`config.mk`:
```
export PLATFORM = sky130hd
export DESIGN_NAME = gpio_output_override_timers
export DESIGN_NICKNAME = d
export VERILOG_FILES = /design/src/inc/gpio_ovr_pkg.sv /design/src/core/gpio_output_override_timers.sv /design/src/core/gpio_tick_div.sv
export SDC_FILE = /design/constraint.sdc
export NUM_CORES = 1
export LEC_CHECK = 0
export BUFFER_PORTS_ARGS = -buffer_cell sky130_fd_sc_hd__buf_4
export CORE_MARGIN = 2
export CORE_UTILIZATION = 65
export DETAILED_ROUTE_END_ITERATION = 8
export PLACE_DENSITY = 0.81
export SLEW_MARGIN = 10
export SYNTH_ARGS = -nofsm -noshare
export SYNTH_HDL_FRONTEND = slang
export SYNTH_HIERARCHICAL = 1
export SYNTH_SLANG_ARGS = --single-unit
```
`constraint.sdc`:
```
create_clock -name clk_i -period 4.3 [get_ports clk_i]
set_input_delay 0.43 -clock clk_i [delete_from_list [all_inputs] [get_ports clk_i]]
set_output_delay 0.43 -clock clk_i [all_outputs]
set_load 0.05 [all_outputs]
```
`src/inc/gpio_ovr_pkg.sv`:
```
// constants for the output override block: function codes, widths, timing
// assumes a single 100 MHz system clock
package gpio_ovr_pkg;
	localparam int          PIN_COUNT      = 20;
	localparam int          FUNC_W         = 3;
	localparam int          TIMER_W        = 13;
	localparam logic [2:0]  FUNC_DISABLED  = 3'h0;
	localparam logic [2:0]  FUNC_OUT_LOW   = 3'h4;
	localparam logic [2:0]  FUNC_OUT_HIGH  = 3'h5;
	localparam logic [12:0] TIMER_MAX      = 13'h1770;
	localparam logic [12:0] TIMER_ZERO     = 13'h0000;
	localparam int          CLK_PERIOD_NS  = 10;
	localparam int          TICK_PERIOD_MS = 100;
	localparam int          TICK_CYCLES    = TICK_PERIOD_MS * 1000000 / CLK_PERIOD_NS;
	localparam int          WIDE_PIN_FIRST = 15;
endpackage : gpio_ovr_pkg

```
`src/core/gpio_output_override_timers.sv`:
```
// output override for up to twenty general-purpose pins with per-pin timers
// assumes commands and configuration come from same-clock logic (no synchronisers)
`timescale 1ns/100ps
// Operation
// - command level map bit n sets level of pin n, pins 0..19
// - a 0 bit drives the pin low, a 1 bit drives it high
// - only pins whose mask bit is 1 are touched by a command
// - command changes a pin only if its function is output-low or output-high
// - after reset no pin is configured as an output
// - timer zero holds commanded level until next command, a switch out of output mode, or reset
// - nonzero timer keeps level that many 100 ms ticks, then reverts
// - timer starts only if commanded level differs from configured level
// - timer settings above 6000 are rejected
// - twenty timers: low bank for pins 0..9, high bank for 10..19
// - bits 15..19 exist only in the wide variant
module gpio_output_override_timers #(
	parameter int PINS        = gpio_ovr_pkg::PIN_COUNT,
	parameter bit WIDE_VARIANT = 1'b1,
	parameter int TICK_CYCLES = gpio_ovr_pkg::TICK_CYCLES
) (
	// clock and reset
	input  wire logic                              clk_i,
	input  wire logic                              reset_n_i,
	// output-set command
	input  wire logic                              cmd_valid_i,
	input  wire logic [PINS-1:0]                   cmd_level_i,
	input  wire logic [PINS-1:0]                   output_mask_i,
	// function configuration write
	input  wire logic                              func_we_i,
	input  wire logic [4:0]                        func_sel_i,
	input  wire logic [gpio_ovr_pkg::FUNC_W-1:0]   func_val_i,
	// override timer write, low bank pins 0..9, high bank pins 10..19
	input  wire logic                              timer_we_i,
	input  wire logic                              timer_bank_high_i,
	input  wire logic [3:0]                        timer_idx_i,
	input  wire logic [gpio_ovr_pkg::TIMER_W-1:0]  timer_val_i,
	// status
	output logic                                   timer_reject_o,
	output logic [PINS-1:0]                        override_active_o,
	// pins
	output logic [PINS-1:0]                        gp_pin_o,
	output logic [PINS-1:0]                        gp_pin_oe_n_o
);
	localparam int FW = gpio_ovr_pkg::FUNC_W;
	localparam int TW = gpio_ovr_pkg::TIMER_W;
	localparam int BANK = PINS / 2;

	// pins above the narrow variant simply do not exist there
	function automatic logic pin_present(input int n);
		return WIDE_VARIANT || (n < gpio_ovr_pkg::WIDE_PIN_FIRST);
	endfunction : pin_present

	function automatic logic is_output(input logic [FW-1:0] f);
		return (f == gpio_ovr_pkg::FUNC_OUT_LOW) || (f == gpio_ovr_pkg::FUNC_OUT_HIGH);
	endfunction : is_output

	logic          tick;
	logic [FW-1:0] func_r    [PINS];
	logic [FW-1:0] func_nxt  [PINS];
	logic [TW-1:0] tset_r    [PINS];
	logic [TW-1:0] tset_nxt  [PINS];
	logic [TW-1:0] tcnt_r    [PINS];
	logic [TW-1:0] tcnt_nxt  [PINS];
	logic [PINS-1:0] ovr_r, ovr_nxt, lvl_r, lvl_nxt;
	logic [PINS-1:0] pin_r, pin_nxt, oe_n_r, oe_n_nxt;
	logic          rej_r, rej_nxt;
	logic [4:0]    tsel;

	gpio_tick_div #(
		.DIVIDE (TICK_CYCLES)
	) u_tick (
		.clk_i     (clk_i),
		.reset_n_i (reset_n_i),
		.tick_o    (tick)
	);

	assign tsel = timer_bank_high_i ? 5'(timer_idx_i) + 5'h0A : 5'(timer_idx_i);

	always_comb begin
		rej_nxt = 1'b0;
		for (int n = 0; n < PINS; n++) begin
			logic cfg_lvl;
			logic cmd_hits;
			cfg_lvl = (func_r[n] == gpio_ovr_pkg::FUNC_OUT_HIGH);
			cmd_hits = 1'b0;
			func_nxt[n] = func_r[n];
			tset_nxt[n] = tset_r[n];
			tcnt_nxt[n] = tcnt_r[n];
			ovr_nxt[n] = ovr_r[n];
			lvl_nxt[n] = lvl_r[n];
			if (func_we_i && func_sel_i == 5'(n) && pin_present(n))
				func_nxt[n] = func_val_i;
			if (timer_we_i && tsel == 5'(n) && timer_idx_i < 4'hA && pin_present(n) &&
			    timer_val_i <= gpio_ovr_pkg::TIMER_MAX)
				tset_nxt[n] = timer_val_i;
			// timed overrides count down once per tick, then fall back
			if (ovr_r[n] && tcnt_r[n] != gpio_ovr_pkg::TIMER_ZERO && tick) begin
				tcnt_nxt[n] = tcnt_r[n] - 13'h0001;
				if (tcnt_r[n] == 13'h0001)
					ovr_nxt[n] = 1'b0;
			end
			cmd_hits = cmd_valid_i && output_mask_i[n] && is_output(func_r[n]) &&
			           pin_present(n);
			if (cmd_hits) begin
				lvl_nxt[n] = cmd_level_i[n];
				ovr_nxt[n] = 1'b1;
				// timer only runs when the level departs from the configured one
				tcnt_nxt[n] = (cmd_level_i[n] != cfg_lvl) ? tset_r[n]
				                                          : gpio_ovr_pkg::TIMER_ZERO;
			end
			// leaving output mode drops any override
			if (!is_output(func_nxt[n]))
				ovr_nxt[n] = 1'b0;
			pin_nxt[n] = ovr_nxt[n] ? lvl_nxt[n]
			                        : (func_nxt[n] == gpio_ovr_pkg::FUNC_OUT_HIGH);
			oe_n_nxt[n] = !is_output(func_nxt[n]);
		end
		if (timer_we_i && (timer_val_i > gpio_ovr_pkg::TIMER_MAX || timer_idx_i >= 4'hA))
			rej_nxt = 1'b1;
	end

	always_ff @(posedge clk_i or negedge reset_n_i) begin
		if (!reset_n_i) begin
			for (int n = 0; n < PINS; n++) begin
				func_r[n] <= gpio_ovr_pkg::FUNC_DISABLED;
				tset_r[n] <= gpio_ovr_pkg::TIMER_ZERO;
				tcnt_r[n] <= gpio_ovr_pkg::TIMER_ZERO;
			end
			ovr_r <= '0;
			lvl_r <= '0;
			pin_r <= '0;
			oe_n_r <= '1;
			rej_r <= 1'b0;
		end else begin
			for (int n = 0; n < PINS; n++) begin
				func_r[n] <= func_nxt[n];
				tset_r[n] <= tset_nxt[n];
				tcnt_r[n] <= tcnt_nxt[n];
			end
			ovr_r <= ovr_nxt;
			lvl_r <= lvl_nxt;
			pin_r <= pin_nxt;
			oe_n_r <= oe_n_nxt;
			rej_r <= rej_nxt;
		end
	end

	assign gp_pin_o          = pin_r;
	assign gp_pin_oe_n_o     = oe_n_r;
	assign override_active_o = ovr_r;
	assign timer_reject_o    = rej_r;

	// mapping and mask checks run on every present pin; absent pins must stay undriven
	for (genvar g = 0; g < PINS; g++) begin : g_pin_chk

		if (pin_present(g)) begin : g_present

		end else begin : g_absent

		end
	end
endmodule : gpio_output_override_timers

```
`src/core/gpio_tick_div.sv`:
```
// prescaler producing a one-cycle enable pulse every DIVIDE clocks
// assumes clk_i is the system clock; no other domain involved
`timescale 1ns/100ps
module gpio_tick_div #(
	parameter int DIVIDE = gpio_ovr_pkg::TICK_CYCLES
) (
	// clock and reset
	input  wire logic clk_i,
	input  wire logic reset_n_i,
	// tick out
	output logic      tick_o
);
	logic [31:0] count_r;
	logic [31:0] count_nxt;
	logic        tick_r;
	logic        tick_nxt;

	always_comb begin
		tick_nxt = 1'b0;
		count_nxt = count_r + 32'h0000_0001;
		if (count_r == 32'(DIVIDE - 1)) begin
			count_nxt = 32'h0000_0000;
			tick_nxt = 1'b1;
		end
	end

	always_ff @(posedge clk_i or negedge reset_n_i) begin
		if (!reset_n_i) begin
			count_r <= 32'h0000_0000;
			tick_r <= 1'b0;
		end else begin
			count_r <= count_nxt;
			tick_r <= tick_nxt;
		end
	end

	assign tick_o = tick_r;
endmodule : gpio_tick_div

```
==> out/metrics.csv, run 1 <==
stage,metric,value,unit
status,status,finished clean,
power_and_ir_drop,clock share of power,29.5,%
logic_synthesis,ys async rst share,100.0,%
power_and_ir_drop,switch share,33.91,%
cts,Setup Buffers After CTS,0,
floorplanning,Top Ports,132,
logic_synthesis,"EDFF count, synth",0,
layout,area grow syn2layout,11.39,%
logic_synthesis,synth top area cells,"dfrtp_1, mux2_2, nand2_1",
global_routing,largest net degree at the start of global routing,167,
setup_path,CP Capture Type,flop,
timing,final setup vio count,0,
placed_design,RD Place Congestion,0.9137,
global_routing,initial antenna violation count,6,
logic_synthesis,Avg Inst Size Synth,10.69,um^2
route,via/cell ratio,6.566,
setup_path,crit path DAT,3.33,ns
logic_synthesis,top-count cell post-synth,dfrtp_1,
layout,nets@finish,3433,
logic_synthesis,"flops & latches, synth",694,
logic_synthesis,mux contribution to synthesized area,11.97,%
placed_design,Placement Cell Area,35930,um^2
route,DRC viols,0,
route,Final Routed Wirelength,89.91,mm
route,post-route ant nets,0,
power_and_ir_drop,peak supply drop,0.0003391,V
flow_run,Max-cap violations,0,
global_routing,number of global-route vias before repair,26030,
global_routing,GR Layer Usage met2,51.25,%
cts,TritonCTS buffer count,73,
timing,Layout Skew,0.02452,ns
cts,clk buf depth,3,
cts,clk root buf,clkbuf_16,
logic_synthesis,post-synthesis sequential area ratio,50.55,%
layout,fillers,3628,
logic_synthesis,top cell type's share of synthesized area,49.02,%
logic_synthesis,Synth Net Count,3351,
layout,share of cells above drive strength 1,20.08,%
logic_synthesis,Simple-Gate Fraction of Synth Area,18.43,%
route,DR pass1 iterations,6,
logic_synthesis,Ys Warns,6,
route,WL per Instance,22.25,um
timing,Tightest Pin Transition,1.160,ns
power_and_ir_drop,Comb pwr share,26.5,%
timing,RSZ-0062 raised after global routing,no,
setup_path,reg2reg start,u_tick/tick_o,
logic_synthesis,Post-Synth Adder-Cell Area,2.255,%
logic_synthesis,Synth Area in Compound Gates,10.24,%
power_and_ir_drop,Pwr per Cell Area,560.7,nW/um^2
setup_path,CP Class,flop to flop,
power_and_ir_drop,Leak,0.01717,uW
setup_path,crit start category,flop,
floorplanning,Die Wd,234.1,um
setup_path,CP startpoint,u_tick/tick_o,
cts,clock transition at the registers of the reported paths,0.06,ns
global_routing,met1 GRT Util,44.95,%
worst_hold_path,Hold Startpoint,cmd_level_i[11],
cts,"Clk Latency, worst-skew pair",0.62,ns
power_and_ir_drop,cell internal pwr,14200,uW
cts,CTS H-Tree Depth,3,
power_and_ir_drop,sequential share of power,44.0,%
setup_path,CP max FO,26,
timing,Max Slew Vio Count,0,
logic_synthesis,Cells after Synth,3218,
cts,CTS tree,yes,
global_routing,GR peak layer,met2,
timing,Final Critical Period,2.839,ns
timing,Slew headroom,22.36,%
floorplanning,core area,52450,um^2
placed_design,dpl hpwl,58.68,mm
floorplanning,die area,54790,um^2
global_routing,GRT Total Usage,32.97,%
placed_design,buffers added on ports,131,
timing,Setup TNS Final,0,ns
route,Starting DRT DRC Count,2715,
logic_synthesis,XOR/XNOR Fraction of Synth Area,4.149,%
floorplanning,FP Rows,84,
logic_synthesis,Synth top cells by count,"dfrtp_1, mux2_2, nand2_1",
global_routing,first-pass GRT wire length,141.5,mm
floorplanning,Die H,234.1,um
logic_synthesis,Synth cell types,91,
route,via count,26530,
cts,clock tree sinks,694,
cts,post-cts resize count,0,
logic_synthesis,leading area contributor after synthesis,dfrtp_1,
setup_path,worst path required time,4.80,ns
logic_synthesis,largest family of logic cells by synthesized area,simple AND/OR/NAND/NOR gates,
layout,final instance area,38320,um^2
timing,period utilisation layout,66.03,%
timing,Max Fclk,0.3522,GHz
logic_synthesis,mapped cell area,34410,um^2
global_routing,GRT overflow,0,
power_and_ir_drop,Sw Pwr,7286,uW
logic_synthesis,commonest register cell after synthesis,dfrtp_1,
worst_hold_path,Hold Path Class,input pin to flop,
floorplanning,initial core utilization,65.61,%
timing,Final Hold Violating Endpoints,0,
global_routing,met3 Use GR,6.736,%
per-stage QoR:
| step | total power, uW | instances | setup WS (ns) | util, % | hold slack, ns |
|---|---|---|---|---|---|
| global route | 22640 | 4040 | 1.249 | 73.07 | 0.06047 |
| CTS | 21440 | 4040 | 1.535 | 73.07 | 0.03392 |
| floorplan | 13330 | 3218 | 1.978 | - | 0.1344 |
| finish | 21490 | 4041 | 1.461 | 73.07 | 0.05383 |
| global placement | 14650 | 3912 | 1.218 | 68.51 | 0.4030 |
| detailed placement | 15020 | 3912 | 1.131 | 68.51 | 0.4174 |
per-layer routing:
| metal | vias to the layer above | routed length [um] |
|---|---|---|
| li1 | 11920 | - |
| met1 | 13190 | 37030 |
| met2 | 1167 | 41460 |
| met3 | 251 | 7444 |
| met4 | 8 | 3915 |
| met5 | - | 59 |
worst max-delay path: stages (launching register included):
cell	delay [ns]
dfrtp_2	0.81
buf_4	0.46
nand2_1	0.19
a21oi_1	0.77
a31oi_1	0.17
a221o_1	0.31
sequential cells by signal, summed over array words and instances (netlist names), 20 cells and up:
register           cells
lvl_r                 20
override_active_o     20
gp_pin_o              20
gp_pin_oe_n_o         20
u_tick/count_r        32
func_r                60
tcnt_r               260
tset_r               260
area by class of cell:
class                           instances  area, um^2  area share [%]
Sequential cell                       694       17390           45.38
Multi-Input combinational cell       2321       16220           42.32
Clock buffer                          102        2076           5.416
Timing Repair Buffer                  158        1271           3.317
Tap cell                              688       860.8           2.246
Clock inverter                         25       307.8          0.8031
Inverter                               52       195.2          0.5093
Antenna cell                            1       2.502        0.006530
logic make-up (layout without fill, tap and decap cells):
group           after synthesis  in the layout
fa+ha+maj                    62             62
simple gates               1191           1191
mux                         370            370
compound gates              535            535
other cells                   0              1
buf+inv                     203            337
xor+xnor                    163            163
flops                       694            694
cell usage in the layout, fill, tap and decap left out, types with 23 or more instances in the layout:
cell type	n
a21oi_1	120
a22o_1	36
a32oi_1	23
and2_1	26
and3_1	23
buf_4	150
clkbuf_16	73
dfrtp_1	673
ha_1	62
inv_1	52
mux2_2	329
mux2i_1	39
nand2_1	318
nand3_1	88
nand4_1	89
nand4b_1	31
nor2_1	224
nor2b_1	37
nor3_1	97
nor4_1	67
o21ai_0	167
or3_1	28
or4_1	28
xnor2_1	79
xor2_1	84
worst paths after layout:
kind	to	slack [ns]	depth (start not counted)
max	tcnt_r[215]	1.46	5
min	lvl_r[11]	0.05	3
max reg2reg	tcnt_r[215]	1.46	5
min reg2reg	u_tick/count_r[31]	0.47	1
max in group asynchronous	tcnt_r[21]	2.65	3
min in group asynchronous	tcnt_r[174]	0.37	2
power by group through the flow:
stage / registers, uW / clock network [uW] / logic, uW
2_1_floorplan: 9280 / 0 / 4050
3_3_place_gp: 9380 / 0 / 5270
3_5_place_dp: 9460 / 0 / 5550
4_1_cts: 9390 / 6430 / 5620
5_1_grt: 9620 / 6710 / 6310
6_report: 9450 / 6350 / 5690
repair_timing:
action / 4_1_cts / 5_1_grt
endpoints found under the hold margin: 52 / 0
endpoints found under the setup margin: 0 / 0
hold buffers: 1 / 0
No activity file was read; power rests on OpenSTA's default activity.
==> run 2, diff against run 1 <==
--- a/config.mk
+++ b/config.mk
@@ -7,9 +7,9 @@
 export LEC_CHECK = 0
 export BUFFER_PORTS_ARGS = -buffer_cell sky130_fd_sc_hd__buf_4
 export CORE_MARGIN = 2
-export CORE_UTILIZATION = 65
+export CORE_UTILIZATION = 56
 export DETAILED_ROUTE_END_ITERATION = 8
-export PLACE_DENSITY = 0.81
+export PLACE_DENSITY = 0.74
 export SLEW_MARGIN = 10
 export SYNTH_ARGS = -nofsm -noshare
 export SYNTH_HDL_FRONTEND = slang
==> constraint.sdc (replaced) <==
create_clock -name clk_i -period 2.4 [get_ports clk_i]
set_input_delay 0.24 -clock clk_i [delete_from_list [all_inputs] [get_ports clk_i]]
set_output_delay 0.24 -clock clk_i [all_outputs]
set_load 0.05 [all_outputs]
==> out/metrics.csv, run 2 (synthesis results as in run 1) <==
stage,metric,value,unit,change
route,via count,27200,,"was 26,530"
power_and_ir_drop,switch share,33.14,%,was 33.91%
timing,period utilisation layout,97.32,%,was 66.03%
timing,Layout Skew,0.01849,ns,was 0.02452 ns
power_and_ir_drop,clock share of power,31.0,%,was 29.5%
cts,TritonCTS buffer count,75,,was 73
route,WL per Instance,21.69,um,was 22.25 um
placed_design,buffers added on ports,131,,unchanged
power_and_ir_drop,peak supply drop,0.0007586,V,was 0.0003391 V
route,via/cell ratio,6.278,,was 6.566
layout,biggest regs,"tcnt_r (260), tset_r (260), func_r (60)",,unchanged
cts,clk buf depth,3,,unchanged
route,DRC viols,0,,unchanged
setup_path,CP Capture Type,flop,,unchanged
timing,smallest hold slack,0.05014,ns,was 0.05383 ns
power_and_ir_drop,cell internal pwr,26860,uW,"was 14,200 uW"
cts,clock tree sinks,694,,unchanged
timing,Slew headroom,43.73,%,was 22.36%
timing,final setup vio count,0,,unchanged
global_routing,largest net degree at the start of global routing,70,,was 167
floorplanning,die area,63440,um^2,"was 54,790 um^2"
cts,CTS tree,yes,,unchanged
route,DR pass1 iterations,6,,unchanged
floorplanning,Die Wd,251.9,um,was 234.1 um
power_and_ir_drop,Sw Pwr,13310,uW,was 7286 uW
layout,share of cells above drive strength 1,24.11,%,was 20.08%
power_and_ir_drop,sequential share of power,41.9,%,was 44.0%
layout,ANT cells,0,,was 1
setup_path,"slowest stage delay, CP",0.59,ns,was 0.81 ns
setup_path,slowest CP cell,or4_1,,was dfrtp_2
setup_path,crit path DAT,2.84,ns,was 3.33 ns
route,Starting DRT DRC Count,2498,,"was 2,715"
layout,"commonest non-fill, non-tap cells in the layout","dfrtp_1, mux2_2, nand2_1",,unchanged
layout,area grow syn2layout,17.54,%,was 11.39%
global_routing,GRT Total Usage,29.78,%,was 32.97%
setup_path,crit start category,flop,,unchanged
cts,CTS H-Tree Depth,3,,unchanged
floorplanning,Die H,251.9,um,was 234.1 um
status,status,finished clean,,unchanged
timing,Max Slew Vio Count,0,,unchanged
placed_design,RD Place Congestion,0.9480,,was 0.9137
cts,Setup Buffers After CTS,0,,unchanged
power_and_ir_drop,Comb pwr share,27.1,%,was 26.5%
floorplanning,initial core utilization,56.79,%,was 65.61%
floorplanning,FP Rows,90,,was 84
route,post-route ant nets,0,,unchanged
flow_run,Max-cap violations,0,,unchanged
cts,clk root buf,clkbuf_16,,unchanged
global_routing,number of global-route vias before repair,27160,,"was 26,030"
global_routing,GRT overflow,0,,unchanged
timing,Max Fclk,0.4281,GHz,was 0.3522 GHz
timing,Final Hold Violating Endpoints,0,,unchanged
floorplanning,core area,60580,um^2,"was 52,450 um^2"
power_and_ir_drop,Final Power,40180,uW,"was 21,490 uW"
setup_path,worst path required time,2.90,ns,was 4.80 ns
layout,nets@finish,3624,,"was 3,433"
setup_path,CP Class,flop to flop,,unchanged
timing,Final Critical Period,2.336,ns,was 2.839 ns
power_and_ir_drop,Pwr per Cell Area,993.5,nW/um^2,was 560.7 nW/um^2
setup_path,crit-path cells,or4_1 > or4b_1 > nor3_1 > nand3_1 > a32o_1,,was buf_4 > nand2_1 > a21oi_1 > a31oi_1 > a221o_1
route,Final Routed Wirelength,93.97,mm,was 89.91 mm
placed_design,dpl hpwl,61.94,mm,was 58.68 mm
setup_path,CP max FO,3,,was 26
worst_hold_path,Hold Path Class,input pin to flop,,unchanged
global_routing,initial antenna violation count,4,,was 6
timing,Tightest Pin Transition,0.8410,ns,was 1.160 ns
power_and_ir_drop,Leak,0.01831,uW,was 0.01717 uW
layout,final core utilization,66.75,%,was 73.07%
global_routing,first-pass GRT wire length,149.3,mm,was 141.5 mm
cts,"Clk Latency, worst-skew pair",0.62,ns,about the same
cts,clock transition at the registers of the reported paths,0.06,ns,about the same
floorplanning,Top Ports,132,,unchanged
layout,"commonest non-fill, non-tap cell in the layout",dfrtp_1,,unchanged
run 2: area by class of cell:
| type | instances | area, um^2 |
|---|---|---|
| clock buffer | 104 | 2233 |
| clock inverter | 33 | 439.2 |
| fill | 4499 | 20140 |
| inverter | 52 | 195.2 |
| multi-input combinational | 2321 | 16220 |
| sequential | 694 | 17390 |
| tap | 782 | 978.4 |
| timing repair buffer | 347 | 2983 |
run 2: critical path: cells and delay by family, from the launching register on:
| kind | cells | cell delay, ns |
|---|---|---|
| AND/OR/NAND/NOR | 4 | 1.56 |
| flip-flops | 1 | 0.39 |
| AO/OA/AOI/OAI | 1 | 0.27 |
run 2: power by group through the flow:
stage	clock network [uW]	logic, uW	registers [uW]
6_report	12400	10900	16900
4_1_cts	12600	10800	16800
3_3_place_gp	0	10200	16700
3_5_place_dp	0	10600	16900
2_1_floorplan	0	7260	16600
5_1_grt	13100	12100	17200
run 2: stage by stage:
stage	worst slack, ns	area (um^2)	setup TNS (ns)	cells
final	0.06422	40440	0	4333
after floorplan	0.1062	34410	0	3218
after global routing	-0.0009666	40440	-0.0009666	4333
after global placement	0.1258	37520	0	4173
after CTS	0.01860	40420	0	4333
after detailed placement	0.02718	37520	0	4173
run 2: final timing paths:
check,startpoint,end,slack (ns),cells past startpoint
worst max-delay path,tcnt_r[83],tcnt_r[90],0.06,5
worst min-delay path,output_mask_i[2],lvl_r[2],0.05,3
worst max register to register,tcnt_r[83],tcnt_r[90],0.06,5
worst min register to register,tset_r[226],tcnt_r[226],0.47,1
max in group asynchronous,reset_n_i,gp_pin_oe_n_o[4],1.29,4
min in group asynchronous,reset_n_i,tset_r[217],0.15,2
run 2: routing by layer:
layer | global-route usage, % | vias to the layer above | part of all wire (%)
li1 | - | 12300 | -
met1 | 40.82 | 13680 | 43
met2 | 48.06 | 984 | 47
met3 | 4.354 | 236 | 5.8
met4 | 11.85 | 2 | 4.0
met5 | 0 | - | 0.014
run 2: repair_timing:
action	CTS	global route
endpoints found under the hold margin	244	0
resized for setup	0	5
hold buffers	23	0
endpoints found under the setup margin	0	12
